`src/hdl/piopu_cfg.svh`:
```
`ifndef PIOPU_CFG_SVH
`define PIOPU_CFG_SVH

// ----------------------------------------------------------------
// Register indices (byte address is four times the index)
// ----------------------------------------------------------------
`define PIOPU_IDX_MODE_LO 8'h70
`define PIOPU_IDX_DIR_LO 8'h72
`define PIOPU_IDX_LEVEL_LO 8'h74
`define PIOPU_IDX_MODE_HI 8'h76
`define PIOPU_IDX_DIR_HI 8'h78
`define PIOPU_IDX_LEVEL_HI 8'h7A

// ----------------------------------------------------------------
// Widths and field layout
// ----------------------------------------------------------------
`define PIOPU_PINS 32
`define PIOPU_HALF 16
`define PIOPU_ADDR_W 12
`define PIOPU_IDX_LSB 2
`define PIOPU_IDX_MSB 9
`define PIOPU_STRAP_PIN_A 26
`define PIOPU_STRAP_PIN_B 29

// ----------------------------------------------------------------
// Reset values
// ----------------------------------------------------------------
`define PIOPU_RST_MODE_LO 16'h0000
`define PIOPU_RST_MODE_HI 16'h0000
`define PIOPU_RST_DIR_LO 16'hFC0F
`define PIOPU_RST_DIR_HI 16'hFFFF
`define PIOPU_RST_LEVEL 16'h0000
`define PIOPU_RST_WORD 32'h0000_0000
`define PIOPU_RST_HALF 16'h0000

// Pins whose pulled input uses a pull-down; all others pull up
`define PIOPU_PULLDOWN_MASK 32'h0000_0442

`endif

```
`src/hdl/piopu_pkg.sv`:
```
`include "piopu_cfg.svh"

package piopu_pkg;

    // ----------------------------------------------------------------
    // Pin function chosen by the mode and direction bits
    // ----------------------------------------------------------------
    typedef enum logic [1:0] {
        PIOPU_FN_NORMAL,
        PIOPU_FN_IN_PULL,
        PIOPU_FN_OUT,
        PIOPU_FN_IN_FLOAT
    } piopu_fn_e;

    typedef logic [`PIOPU_HALF-1:0] piopu_half_t;
    typedef logic [`PIOPU_PINS-1:0] piopu_word_t;
    typedef logic [`PIOPU_IDX_MSB-`PIOPU_IDX_LSB:0] piopu_idx_t;

    function automatic piopu_fn_e piopu_decode(input logic modeBit, input logic dirBit);
        piopu_fn_e fn;
        fn = PIOPU_FN_NORMAL;
        case ({modeBit, dirBit})
            2'b00: fn = PIOPU_FN_NORMAL;
            2'b01: fn = PIOPU_FN_IN_PULL;
            2'b10: fn = PIOPU_FN_OUT;
            2'b11: fn = PIOPU_FN_IN_FLOAT;
            default: fn = PIOPU_FN_NORMAL;
        endcase
        return fn;
    endfunction : piopu_decode

endpackage : piopu_pkg

```
`src/hdl/piopu_reg_if.sv`:
```
`timescale 1ns/1ps

// Register access strobes between the bus slave and the register file
interface piopu_reg_if;
    import piopu_pkg::*;

    logic wrStb;
    piopu_idx_t idx;
    piopu_half_t wrData;
    piopu_half_t rdData;
    logic hit;

    modport bus
    (
        output wrStb,
        output idx,
        output wrData,
        input rdData,
        input hit
    );

    modport regs
    (
        input wrStb,
        input idx,
        input wrData,
        output rdData,
        output hit
    );
endinterface : piopu_reg_if

```
`src/hdl/piopu_sync.sv`:
```
`timescale 1ns/1ps

// Two-stage synchroniser; only the second stage leaves the module
module piopu_sync #(
    parameter int WIDTH = 1
)
(
    // Clock and reset
    input wire logic clk_sys,
    input wire logic reset,
    // Data
    input wire logic [WIDTH-1:0] asyncIn,
    output logic [WIDTH-1:0] syncOut
);
    logic [WIDTH-1:0] meta_q;
    logic [WIDTH-1:0] sync_q;

    always_ff @(posedge clk_sys or posedge reset)
    begin
        if (reset)
        begin
            meta_q <= '0;
            sync_q <= '0;
        end
        else
        begin
            meta_q <= asyncIn;
            sync_q <= meta_q;
        end
    end

    assign syncOut = sync_q;
endmodule : piopu_sync

```
`src/hdl/piopu_apb_slave.sv`:
```
`timescale 1ns/1ps
`include "piopu_cfg.svh"

// APB slave: one access cycle, no wait states
module piopu_apb_slave
(
    // Clock and reset
    input wire logic clk_sys,
    input wire logic reset,
    // APB
    input wire logic psel,
    input wire logic penable,
    input wire logic pwrite,
    input wire logic [`PIOPU_ADDR_W-1:0] paddr,
    input wire logic [31:0] pwdata,
    output logic [31:0] prdata,
    output logic pready,
    output logic pslverr,
    // Register file
    piopu_reg_if.bus regPort
);
    import piopu_pkg::*;

    logic pready_q;
    logic pslverr_q;
    logic [31:0] prdata_q;
    logic setup;
    logic aligned;

    assign setup = psel & ~penable;
    assign aligned = (paddr[`PIOPU_IDX_LSB-1:0] == 2'b00);
    assign regPort.idx = paddr[`PIOPU_IDX_MSB:`PIOPU_IDX_LSB];
    assign regPort.wrData = pwdata[`PIOPU_HALF-1:0];
    // Write lands on the completing edge only
    assign regPort.wrStb = psel & penable & pready_q & pwrite & ~pslverr_q;

    // ----------------------------------------------------------------
    // Answer
    // ----------------------------------------------------------------
    always_ff @(posedge clk_sys or posedge reset)
    begin
        if (reset)
        begin
            pready_q <= 1'b0;
            pslverr_q <= 1'b0;
            prdata_q <= `PIOPU_RST_WORD;
        end
        else
        begin
            pready_q <= setup;
            if (setup)
            begin
                pslverr_q <= ~(regPort.hit & aligned);
                // Upper half reads as zero
                prdata_q <= (regPort.hit & aligned & ~pwrite) ?
                    {`PIOPU_RST_HALF, regPort.rdData} : `PIOPU_RST_WORD;
            end
            else if (pready_q)
            begin
                pslverr_q <= 1'b0;
            end
        end
    end

    assign prdata = prdata_q;
    assign pready = pready_q;
    assign pslverr = pslverr_q;
endmodule : piopu_apb_slave

```
`src/hdl/piopu_top.sv`:
```
//
// Contract
// 32 pins; I/O setting blocks normal function
// Mode/direction pair selects one of four functions
// Reset leaves pins normal or pulled input
// Upper mode register maps pins 31..16
// Lower mode pins 15..0; modes reset zero
// Direction resets FFFF upper, FC0F lower
// Direction one input, zero output or normal
// Direction bits map like mode bits
// Output pin drives its data bit
// Input data bit reads pin level uninverted
// Pins 4 to 9 boot in normal operation
// Pins 1, 6, 10 pull down; others pull up
// Low strap at reset makes 26, 29 normal
// Pins 4,5,7,8,9 pull up; 6 down
// Open drain: software toggles direction, fixed data
// Data registers map pins 31..16 and 15..0
// Pin inputs synchronised twice before reading
// Data writes stored even while input
//
// Design decision made here: the APB interface to the registers.
`timescale 1ns/1ps
`include "piopu_cfg.svh"

module piopu_top
(
    // Clock and reset
    input wire logic clk_sys,
    input wire logic reset,
    // APB
    input wire logic psel,
    input wire logic penable,
    input wire logic pwrite,
    input wire logic [`PIOPU_ADDR_W-1:0] paddr,
    input wire logic [31:0] pwdata,
    output logic [31:0] prdata,
    output logic pready,
    output logic pslverr,
    // Strap sampled after reset release
    input wire logic addrEnableStrapN,
    // Normal peripheral functions
    input wire logic [`PIOPU_PINS-1:0] normOut,
    input wire logic [`PIOPU_PINS-1:0] normOe,
    output logic [`PIOPU_PINS-1:0] normIn,
    // Pins
    input wire logic [`PIOPU_PINS-1:0] pinIn,
    output logic [`PIOPU_PINS-1:0] pinOut,
    output logic [`PIOPU_PINS-1:0] pinOeN,
    output logic [`PIOPU_PINS-1:0] pullUpEn,
    output logic [`PIOPU_PINS-1:0] pullDownEn
);
    import piopu_pkg::*;

    // ----------------------------------------------------------------
    // Registers
    // ----------------------------------------------------------------
    piopu_half_t modeLo_q;
    piopu_half_t modeHi_q;
    piopu_half_t dirLo_q;
    piopu_half_t dirHi_q;
    piopu_half_t levelLo_q;
    piopu_half_t levelHi_q;
    logic strapDone_q;

    piopu_word_t mode;
    piopu_word_t dir;
    piopu_word_t level;
    piopu_word_t pinSync;
    piopu_word_t readBack;
    piopu_word_t pullDownMask;

    logic [`PIOPU_PINS-1:0] pinOut_q;
    logic [`PIOPU_PINS-1:0] pinOeN_q;
    logic [`PIOPU_PINS-1:0] pullUp_q;
    logic [`PIOPU_PINS-1:0] pullDown_q;
    logic [`PIOPU_PINS-1:0] normIn_q;

    piopu_reg_if regBus ();

    // ----------------------------------------------------------------
    // Bus slave
    // ----------------------------------------------------------------
    piopu_apb_slave u_apb
    (
        .clk_sys(clk_sys),
        .reset(reset),
        .psel(psel),
        .penable(penable),
        .pwrite(pwrite),
        .paddr(paddr),
        .pwdata(pwdata),
        .prdata(prdata),
        .pready(pready),
        .pslverr(pslverr),
        .regPort(regBus.bus)
    );

    // ----------------------------------------------------------------
    // Input synchroniser
    // ----------------------------------------------------------------
    // Pin levels may change at any time; two stages keep metastability
    // out of the read path and the peripheral inputs
    piopu_sync #(
        .WIDTH(`PIOPU_PINS)
    ) u_sync
    (
        .clk_sys(clk_sys),
        .reset(reset),
        .asyncIn(pinIn),
        .syncOut(pinSync)
    );

    // Upper register holds pins 31..16, MSB is pin 31
    assign mode = {modeHi_q, modeLo_q};
    assign dir = {dirHi_q, dirLo_q};
    assign level = {levelHi_q, levelLo_q};
    assign pullDownMask = `PIOPU_PULLDOWN_MASK;

    // ----------------------------------------------------------------
    // Register decode
    // ----------------------------------------------------------------
    always_comb
    begin
        regBus.hit = 1'b1;
        regBus.rdData = `PIOPU_RST_HALF;
        case (regBus.idx)
            `PIOPU_IDX_MODE_LO: regBus.rdData = modeLo_q;
            `PIOPU_IDX_DIR_LO: regBus.rdData = dirLo_q;
            `PIOPU_IDX_LEVEL_LO: regBus.rdData = readBack[`PIOPU_HALF-1:0];
            `PIOPU_IDX_MODE_HI: regBus.rdData = modeHi_q;
            `PIOPU_IDX_DIR_HI: regBus.rdData = dirHi_q;
            `PIOPU_IDX_LEVEL_HI: regBus.rdData = readBack[`PIOPU_PINS-1:`PIOPU_HALF];
            default: regBus.hit = 1'b0;
        endcase
    end

    // Driven outputs read back the stored bit, all others the pin
    always_comb
    begin
        for (int i = 0; i < `PIOPU_PINS; i++)
        begin
            readBack[i] = (piopu_decode(mode[i], dir[i]) == PIOPU_FN_OUT) ?
                level[i] : pinSync[i];
        end
    end

    // ----------------------------------------------------------------
    // Mode registers
    // ----------------------------------------------------------------
    always_ff @(posedge clk_sys or posedge reset)
    begin
        if (reset)
        begin
            modeLo_q <= `PIOPU_RST_MODE_LO;
            modeHi_q <= `PIOPU_RST_MODE_HI;
        end
        else if (regBus.wrStb)
        begin
            if (regBus.idx == `PIOPU_IDX_MODE_LO)
            begin
                modeLo_q <= regBus.wrData;
            end
            if (regBus.idx == `PIOPU_IDX_MODE_HI)
            begin
                modeHi_q <= regBus.wrData;
            end
        end
    end

    // ----------------------------------------------------------------
    // Direction registers and strap
    // ----------------------------------------------------------------
    // FC0F leaves pins 4..9 normal and the rest as pulled inputs
    always_ff @(posedge clk_sys or posedge reset)
    begin
        if (reset)
        begin
            dirLo_q <= `PIOPU_RST_DIR_LO;
            dirHi_q <= `PIOPU_RST_DIR_HI;
        end
        else
        begin
            if (regBus.wrStb && regBus.idx == `PIOPU_IDX_DIR_LO)
            begin
                dirLo_q <= regBus.wrData;
            end
            if (regBus.wrStb && regBus.idx == `PIOPU_IDX_DIR_HI)
            begin
                dirHi_q <= regBus.wrData;
            end
            // Strap is caught on the first edge after release; a bus
            // write cannot complete that early, so nothing is lost
            if (!strapDone_q && !addrEnableStrapN)
            begin
                dirHi_q[`PIOPU_STRAP_PIN_A-`PIOPU_HALF] <= 1'b0;
                dirHi_q[`PIOPU_STRAP_PIN_B-`PIOPU_HALF] <= 1'b0;
            end
        end
    end

    always_ff @(posedge clk_sys or posedge reset)
    begin
        if (reset)
        begin
            strapDone_q <= 1'b0;
        end
        else
        begin
            strapDone_q <= 1'b1;
        end
    end

    // ----------------------------------------------------------------
    // Data registers
    // ----------------------------------------------------------------
    // Stored regardless of direction, so a later switch to output
    // drives what software last wrote
    always_ff @(posedge clk_sys or posedge reset)
    begin
        if (reset)
        begin
            levelLo_q <= `PIOPU_RST_LEVEL;
            levelHi_q <= `PIOPU_RST_LEVEL;
        end
        else if (regBus.wrStb)
        begin
            if (regBus.idx == `PIOPU_IDX_LEVEL_LO)
            begin
                levelLo_q <= regBus.wrData;
            end
            if (regBus.idx == `PIOPU_IDX_LEVEL_HI)
            begin
                levelHi_q <= regBus.wrData;
            end
        end
    end

    // ----------------------------------------------------------------
    // Pin drive
    // ----------------------------------------------------------------
    // Open drain needs no logic of its own: software holds the data
    // bit low and flips direction, so the pin drives low or floats
    always_ff @(posedge clk_sys or posedge reset)
    begin
        if (reset)
        begin
            pinOut_q <= '0;
            pinOeN_q <= '1;
            pullUp_q <= '0;
            pullDown_q <= '0;
        end
        else
        begin
            for (int i = 0; i < `PIOPU_PINS; i++)
            begin
                pullUp_q[i] <= 1'b0;
                pullDown_q[i] <= 1'b0;
                case (piopu_decode(mode[i], dir[i]))
                    PIOPU_FN_NORMAL:
                    begin
                        pinOut_q[i] <= normOut[i];
                        pinOeN_q[i] <= ~normOe[i];
                    end
                    PIOPU_FN_IN_PULL:
                    begin
                        // Normal function blocked from the pin
                        pinOut_q[i] <= 1'b0;
                        pinOeN_q[i] <= 1'b1;
                        pullDown_q[i] <= pullDownMask[i];
                        pullUp_q[i] <= ~pullDownMask[i];
                    end
                    PIOPU_FN_OUT:
                    begin
                        pinOut_q[i] <= level[i];
                        pinOeN_q[i] <= 1'b0;
                    end
                    PIOPU_FN_IN_FLOAT:
                    begin
                        pinOut_q[i] <= 1'b0;
                        pinOeN_q[i] <= 1'b1;
                    end
                    default:
                    begin
                        pinOut_q[i] <= 1'b0;
                        pinOeN_q[i] <= 1'b1;
                    end
                endcase
            end
        end
    end

    // ----------------------------------------------------------------
    // Peripheral input path
    // ----------------------------------------------------------------
    // Peripherals only see the pin while it is in normal operation;
    // otherwise they see a quiet low
    always_ff @(posedge clk_sys or posedge reset)
    begin
        if (reset)
        begin
            normIn_q <= '0;
        end
        else
        begin
            for (int i = 0; i < `PIOPU_PINS; i++)
            begin
                normIn_q[i] <= (piopu_decode(mode[i], dir[i]) == PIOPU_FN_NORMAL) ?
                    pinSync[i] : 1'b0;
            end
        end
    end

    assign pinOut = pinOut_q;
    assign pinOeN = pinOeN_q;
    assign pullUpEn = pullUp_q;
    assign pullDownEn = pullDown_q;
    assign normIn = normIn_q;
endmodule : piopu_top

```
`config.mk`:
```
export PLATFORM = sky130hd
export DESIGN_NAME = piopu_top
export DESIGN_NICKNAME = d
export VERILOG_FILES = /design/src/hdl/piopu_pkg.sv /design/src/hdl/piopu_reg_if.sv /design/src/hdl/piopu_sync.sv /design/src/hdl/piopu_apb_slave.sv /design/src/hdl/piopu_top.sv
export VERILOG_INCLUDE_DIRS = /design/src /design/src/hdl
export SDC_FILE = /design/constraint.sdc
export NUM_CORES = 1
export LEC_CHECK = 0
export BUFFER_PORTS_ARGS = -buffer_cell sky130_fd_sc_hd__buf_2
export CAP_MARGIN = 15
export CORE_MARGIN = 4
export CORE_UTILIZATION = 52
export CTS_CLUSTER_DIAMETER = 60
export DETAILED_ROUTE_END_ITERATION = 8
export HOLD_SLACK_MARGIN = 0.05
export PLACE_DENSITY = 0.88
export SETUP_SLACK_MARGIN = 0.15
export SYNTH_ARGS = -nofsm -noshare
export SYNTH_HDL_FRONTEND = slang
export SYNTH_SLANG_ARGS = --single-unit
```
`constraint.sdc`:
```
create_clock -name clk_sys -period 14.71 [get_ports clk_sys]
set_input_delay 4.413 -clock clk_sys [delete_from_list [all_inputs] [get_ports clk_sys]]
set_output_delay 4.413 -clock clk_sys [all_outputs]
set_load 0.02 [all_outputs]
```
==> impl_metrics.tcl <==
set metrics [dict create \
    synth_area_um2 12100 \
    fmax_mhz 146 \
    max-clock-path-buffers 3 \
    critPathRequiredTime_ns 15.13 \
    place.gp.congestion 0.810 \
    swShare 0.230 \
    cts_tree "built" \
    hold_class "register to register" \
    root_buffer "clkbuf_16" \
    setup_violations 0 \
    num_rows 55 \
    cts-resized-gates 0 \
    htreeDepth 1 \
    p_leak_nw 7.19 \
    synth-async-reset-ratio 1.00 \
    maxSlewHeadroom 0.172 \
    clkPwrFrac 0.443 \
    start_util 0.532 \
    worst-setup-path-type "primary input to register" \
    worst_pin_slew_ns 1.24 \
    core_area_um2 22800 \
    ioPinCount 340 \
    yosys.area.top_type_share 0.514 \
    clock_skew_ns 0.0108 \
    drc_errors 0 \
    hold_viol 0 \
    ys_types 59 \
    crit_path_end_kind "register" \
    synth_area_leaders "dfrtp_1 51%, dfstp_2 13%, mux2_2 7.8%" \
    numCtsBuffers 31 \
    grt_start_max_net_pins 104 \
    finalSetupTns_ns 0 \
    yosys.area.top_type "dfrtp_1" \
    outcome "complete, no violations" \
    slew_viol_final 0 \
    yosys_register_bits 307 \
    irDropWorstVdd_mv 0.0979 \
    cts.clk_slew.worst_paths_ns 0.06 \
    p_int_mw 1.37 \
    p_total_mw 1.79 \
    grt_pass1_wl_um 49400 \
    wire_per_inst_um 21.2 \
    critPathLaunchType "primary input" \
    synth_seq_area_share 0.639 \
    drive_gt1_frac 0.407 \
    powerDensity_nw_per_um2 121 \
    antenna_found_initial 3 \
    pre_cts_ws_ns 7.30 \
    die_area_um2 25800 \
    rsz0062_at_grt "false" \
    vias 8192 \
    worstSkewPairLatency_ns 0.54 \
    syn2layout_area_growth_pct 21.3 \
    setup_slack_ns 7.85 \
    synth-edff-count 0 \
    postCtsSetupRepairBufs 0 \
    maxCapViolCount 0 \
    die_w_um 161 \
    antenna_left 0 \
    gr-total-overflow 0 \
    portBuffers 273 \
    switchingPower_mw 0.410 \
    holdBufCountCts 0 \
    syn_avg_cell_area_um2 13.5 \
    drt_first_pass_iters 4 \
    grt_pass1_vias 8520 \
    dr.first_iter.drc_count 514 \
    dpl-instance-area_um2 13700 \
    die_y_um 161 \
    grt_use_total 0.245 \
    drt_wl_total_um 32300 \
    layout_common_cells "273 x buf_2, 249 x dfrtp_1, 84 x mux2_2" \
    min_period_over_period 0.467 \
    synth-main-ff-cell "dfrtp_1" \
    power_frac_comb 0.064 \
    ys_warn_count 0 \
    cp.arrival_ns 7.28 \
    cp_max_fo 11 \
    clock_sinks 307 \
    layout_commonest_cell "buf_2" \
    final_nets 1332 \
    finalInstanceArea_um2 14700 \
    syn_inst 896 \
    period_needed_ns 6.86 \
    power_frac_seq 0.493 \
    routed_via_density 5.38 \
    dp_hpwl_um 22100 \
]
path summary, 6_finish.rpt:
kind                            slack (ns)  cells past startpoint                 end               from
min in group asynchronous             3.98                      2   u_sync.meta_q[10]              reset
worst min register to register        0.34                      0  u_sync.syncOut[16]  u_sync.meta_q[16]
worst max-delay path                  7.85                      6          dirLo_q[4]           paddr[9]
worst max register to register       12.12                      5          dirLo_q[4]       u_apb.pready
max in group asynchronous             8.49                      4     u_apb.prdata[3]              reset
worst min-delay path                  0.34                      0  u_sync.syncOut[16]  u_sync.meta_q[16]
cell families after synthesis:
| group | Yosys count | share of synthesized area |
|---|---|---|
| compound gates | 136 | 0.0763 |
| flops | 307 | 0.639 |
| buf+inv | 82 | 0.0444 |
| simple gates | 219 | 0.103 |
| mux | 150 | 0.137 |
| other cells | 2 | 0.000619 |
layout make-up:
class | instances | area (um^2)
Sequential cell | 307 | 7750
Multi-Input combinational cell | 554 | 4030
Clock inverter | 9 | 113
Antenna cell | 1 | 2.50
Tap cell | 313 | 392
Clock buffer | 48 | 930
Fill cell | 1698 | 8070
Timing Repair Buffer | 283 | 1450
Inverter | 9 | 41.3
Yosys cell counts, drive strengths merged, types with 2 or more instances:
master   instances
dfrtp          249
mux2            94
buf             63
dfstp           58
mux2i           56
nor2            47
nor2b           41
nand2           37
o21ai           33
nand2b          32
nor3b           31
o21bai          31
a22oi           12
o22ai           12
a21oi           11
clkbuf          10
inv              8
a221oi           6
o2bb2ai          6
a31oi            5
nand4            5
nor3             5
nand3            4
a32oi            3
nand3b           3
o211ai           3
a211oi           2
and3             2
conb             2
nor4bb           2
o2111ai          2
o211a            2
or2              2
layer usage:
layer	vias up	global-route usage	wire length, um
li1	3640	-	-
met1	4135	0.311	12800
met2	345	0.427	16400
met3	68	0.0582	2240
met4	4	0.0613	829
met5	-	0	26
power groups by stage:
stage | sequential (mW) | combinational (mW) | clock [mW]
finish | 0.880 | 0.114 | 0.791
global route | 0.882 | 0.124 | 0.841
CTS | 0.880 | 0.115 | 0.804
detailed placement | 0.895 | 0.114 | 0
global placement | 0.894 | 0.112 | 0
floorplan | 0.911 | 0.0561 | 0
per-stage QoR:
| stage | std cells | hold WS [ns] | utilization |
|---|---|---|---|
| after floorplan | 943 | 0.331 | - |
| after global placement | 1465 | 0.332 | 0.599 |
| after detailed placement | 1466 | 0.335 | 0.600 |
| after CTS | 1523 | 0.348 | 0.646 |
| after global routing | 1524 | 0.349 | 0.646 |
| final | 1524 | 0.343 | 0.646 |
sequential cells by signal (all words and copies together), names as in the netlist:
name,count
levelHi_q,16
pinOeN,32
u_apb.pslverr,1
dirLo_q,16
normIn,32
pinOut,32
modeHi_q,16
levelLo_q,16
modeLo_q,16
pullUpEn,29
u_apb.pready,1
strapDone_q,1
u_sync.meta_q,32
dirHi_q,16
pullDownEn,3
u_sync.syncOut,32
u_apb.prdata,16
critical path, cell delays in order:
cell and delay, ns:
buf_2 0.10, and4b_1 0.55, nand2b_1 0.55, nor4_4 0.98, buf_4 0.34, mux2_2 0.35
No activity file was read; power rests on OpenSTA's default activity.
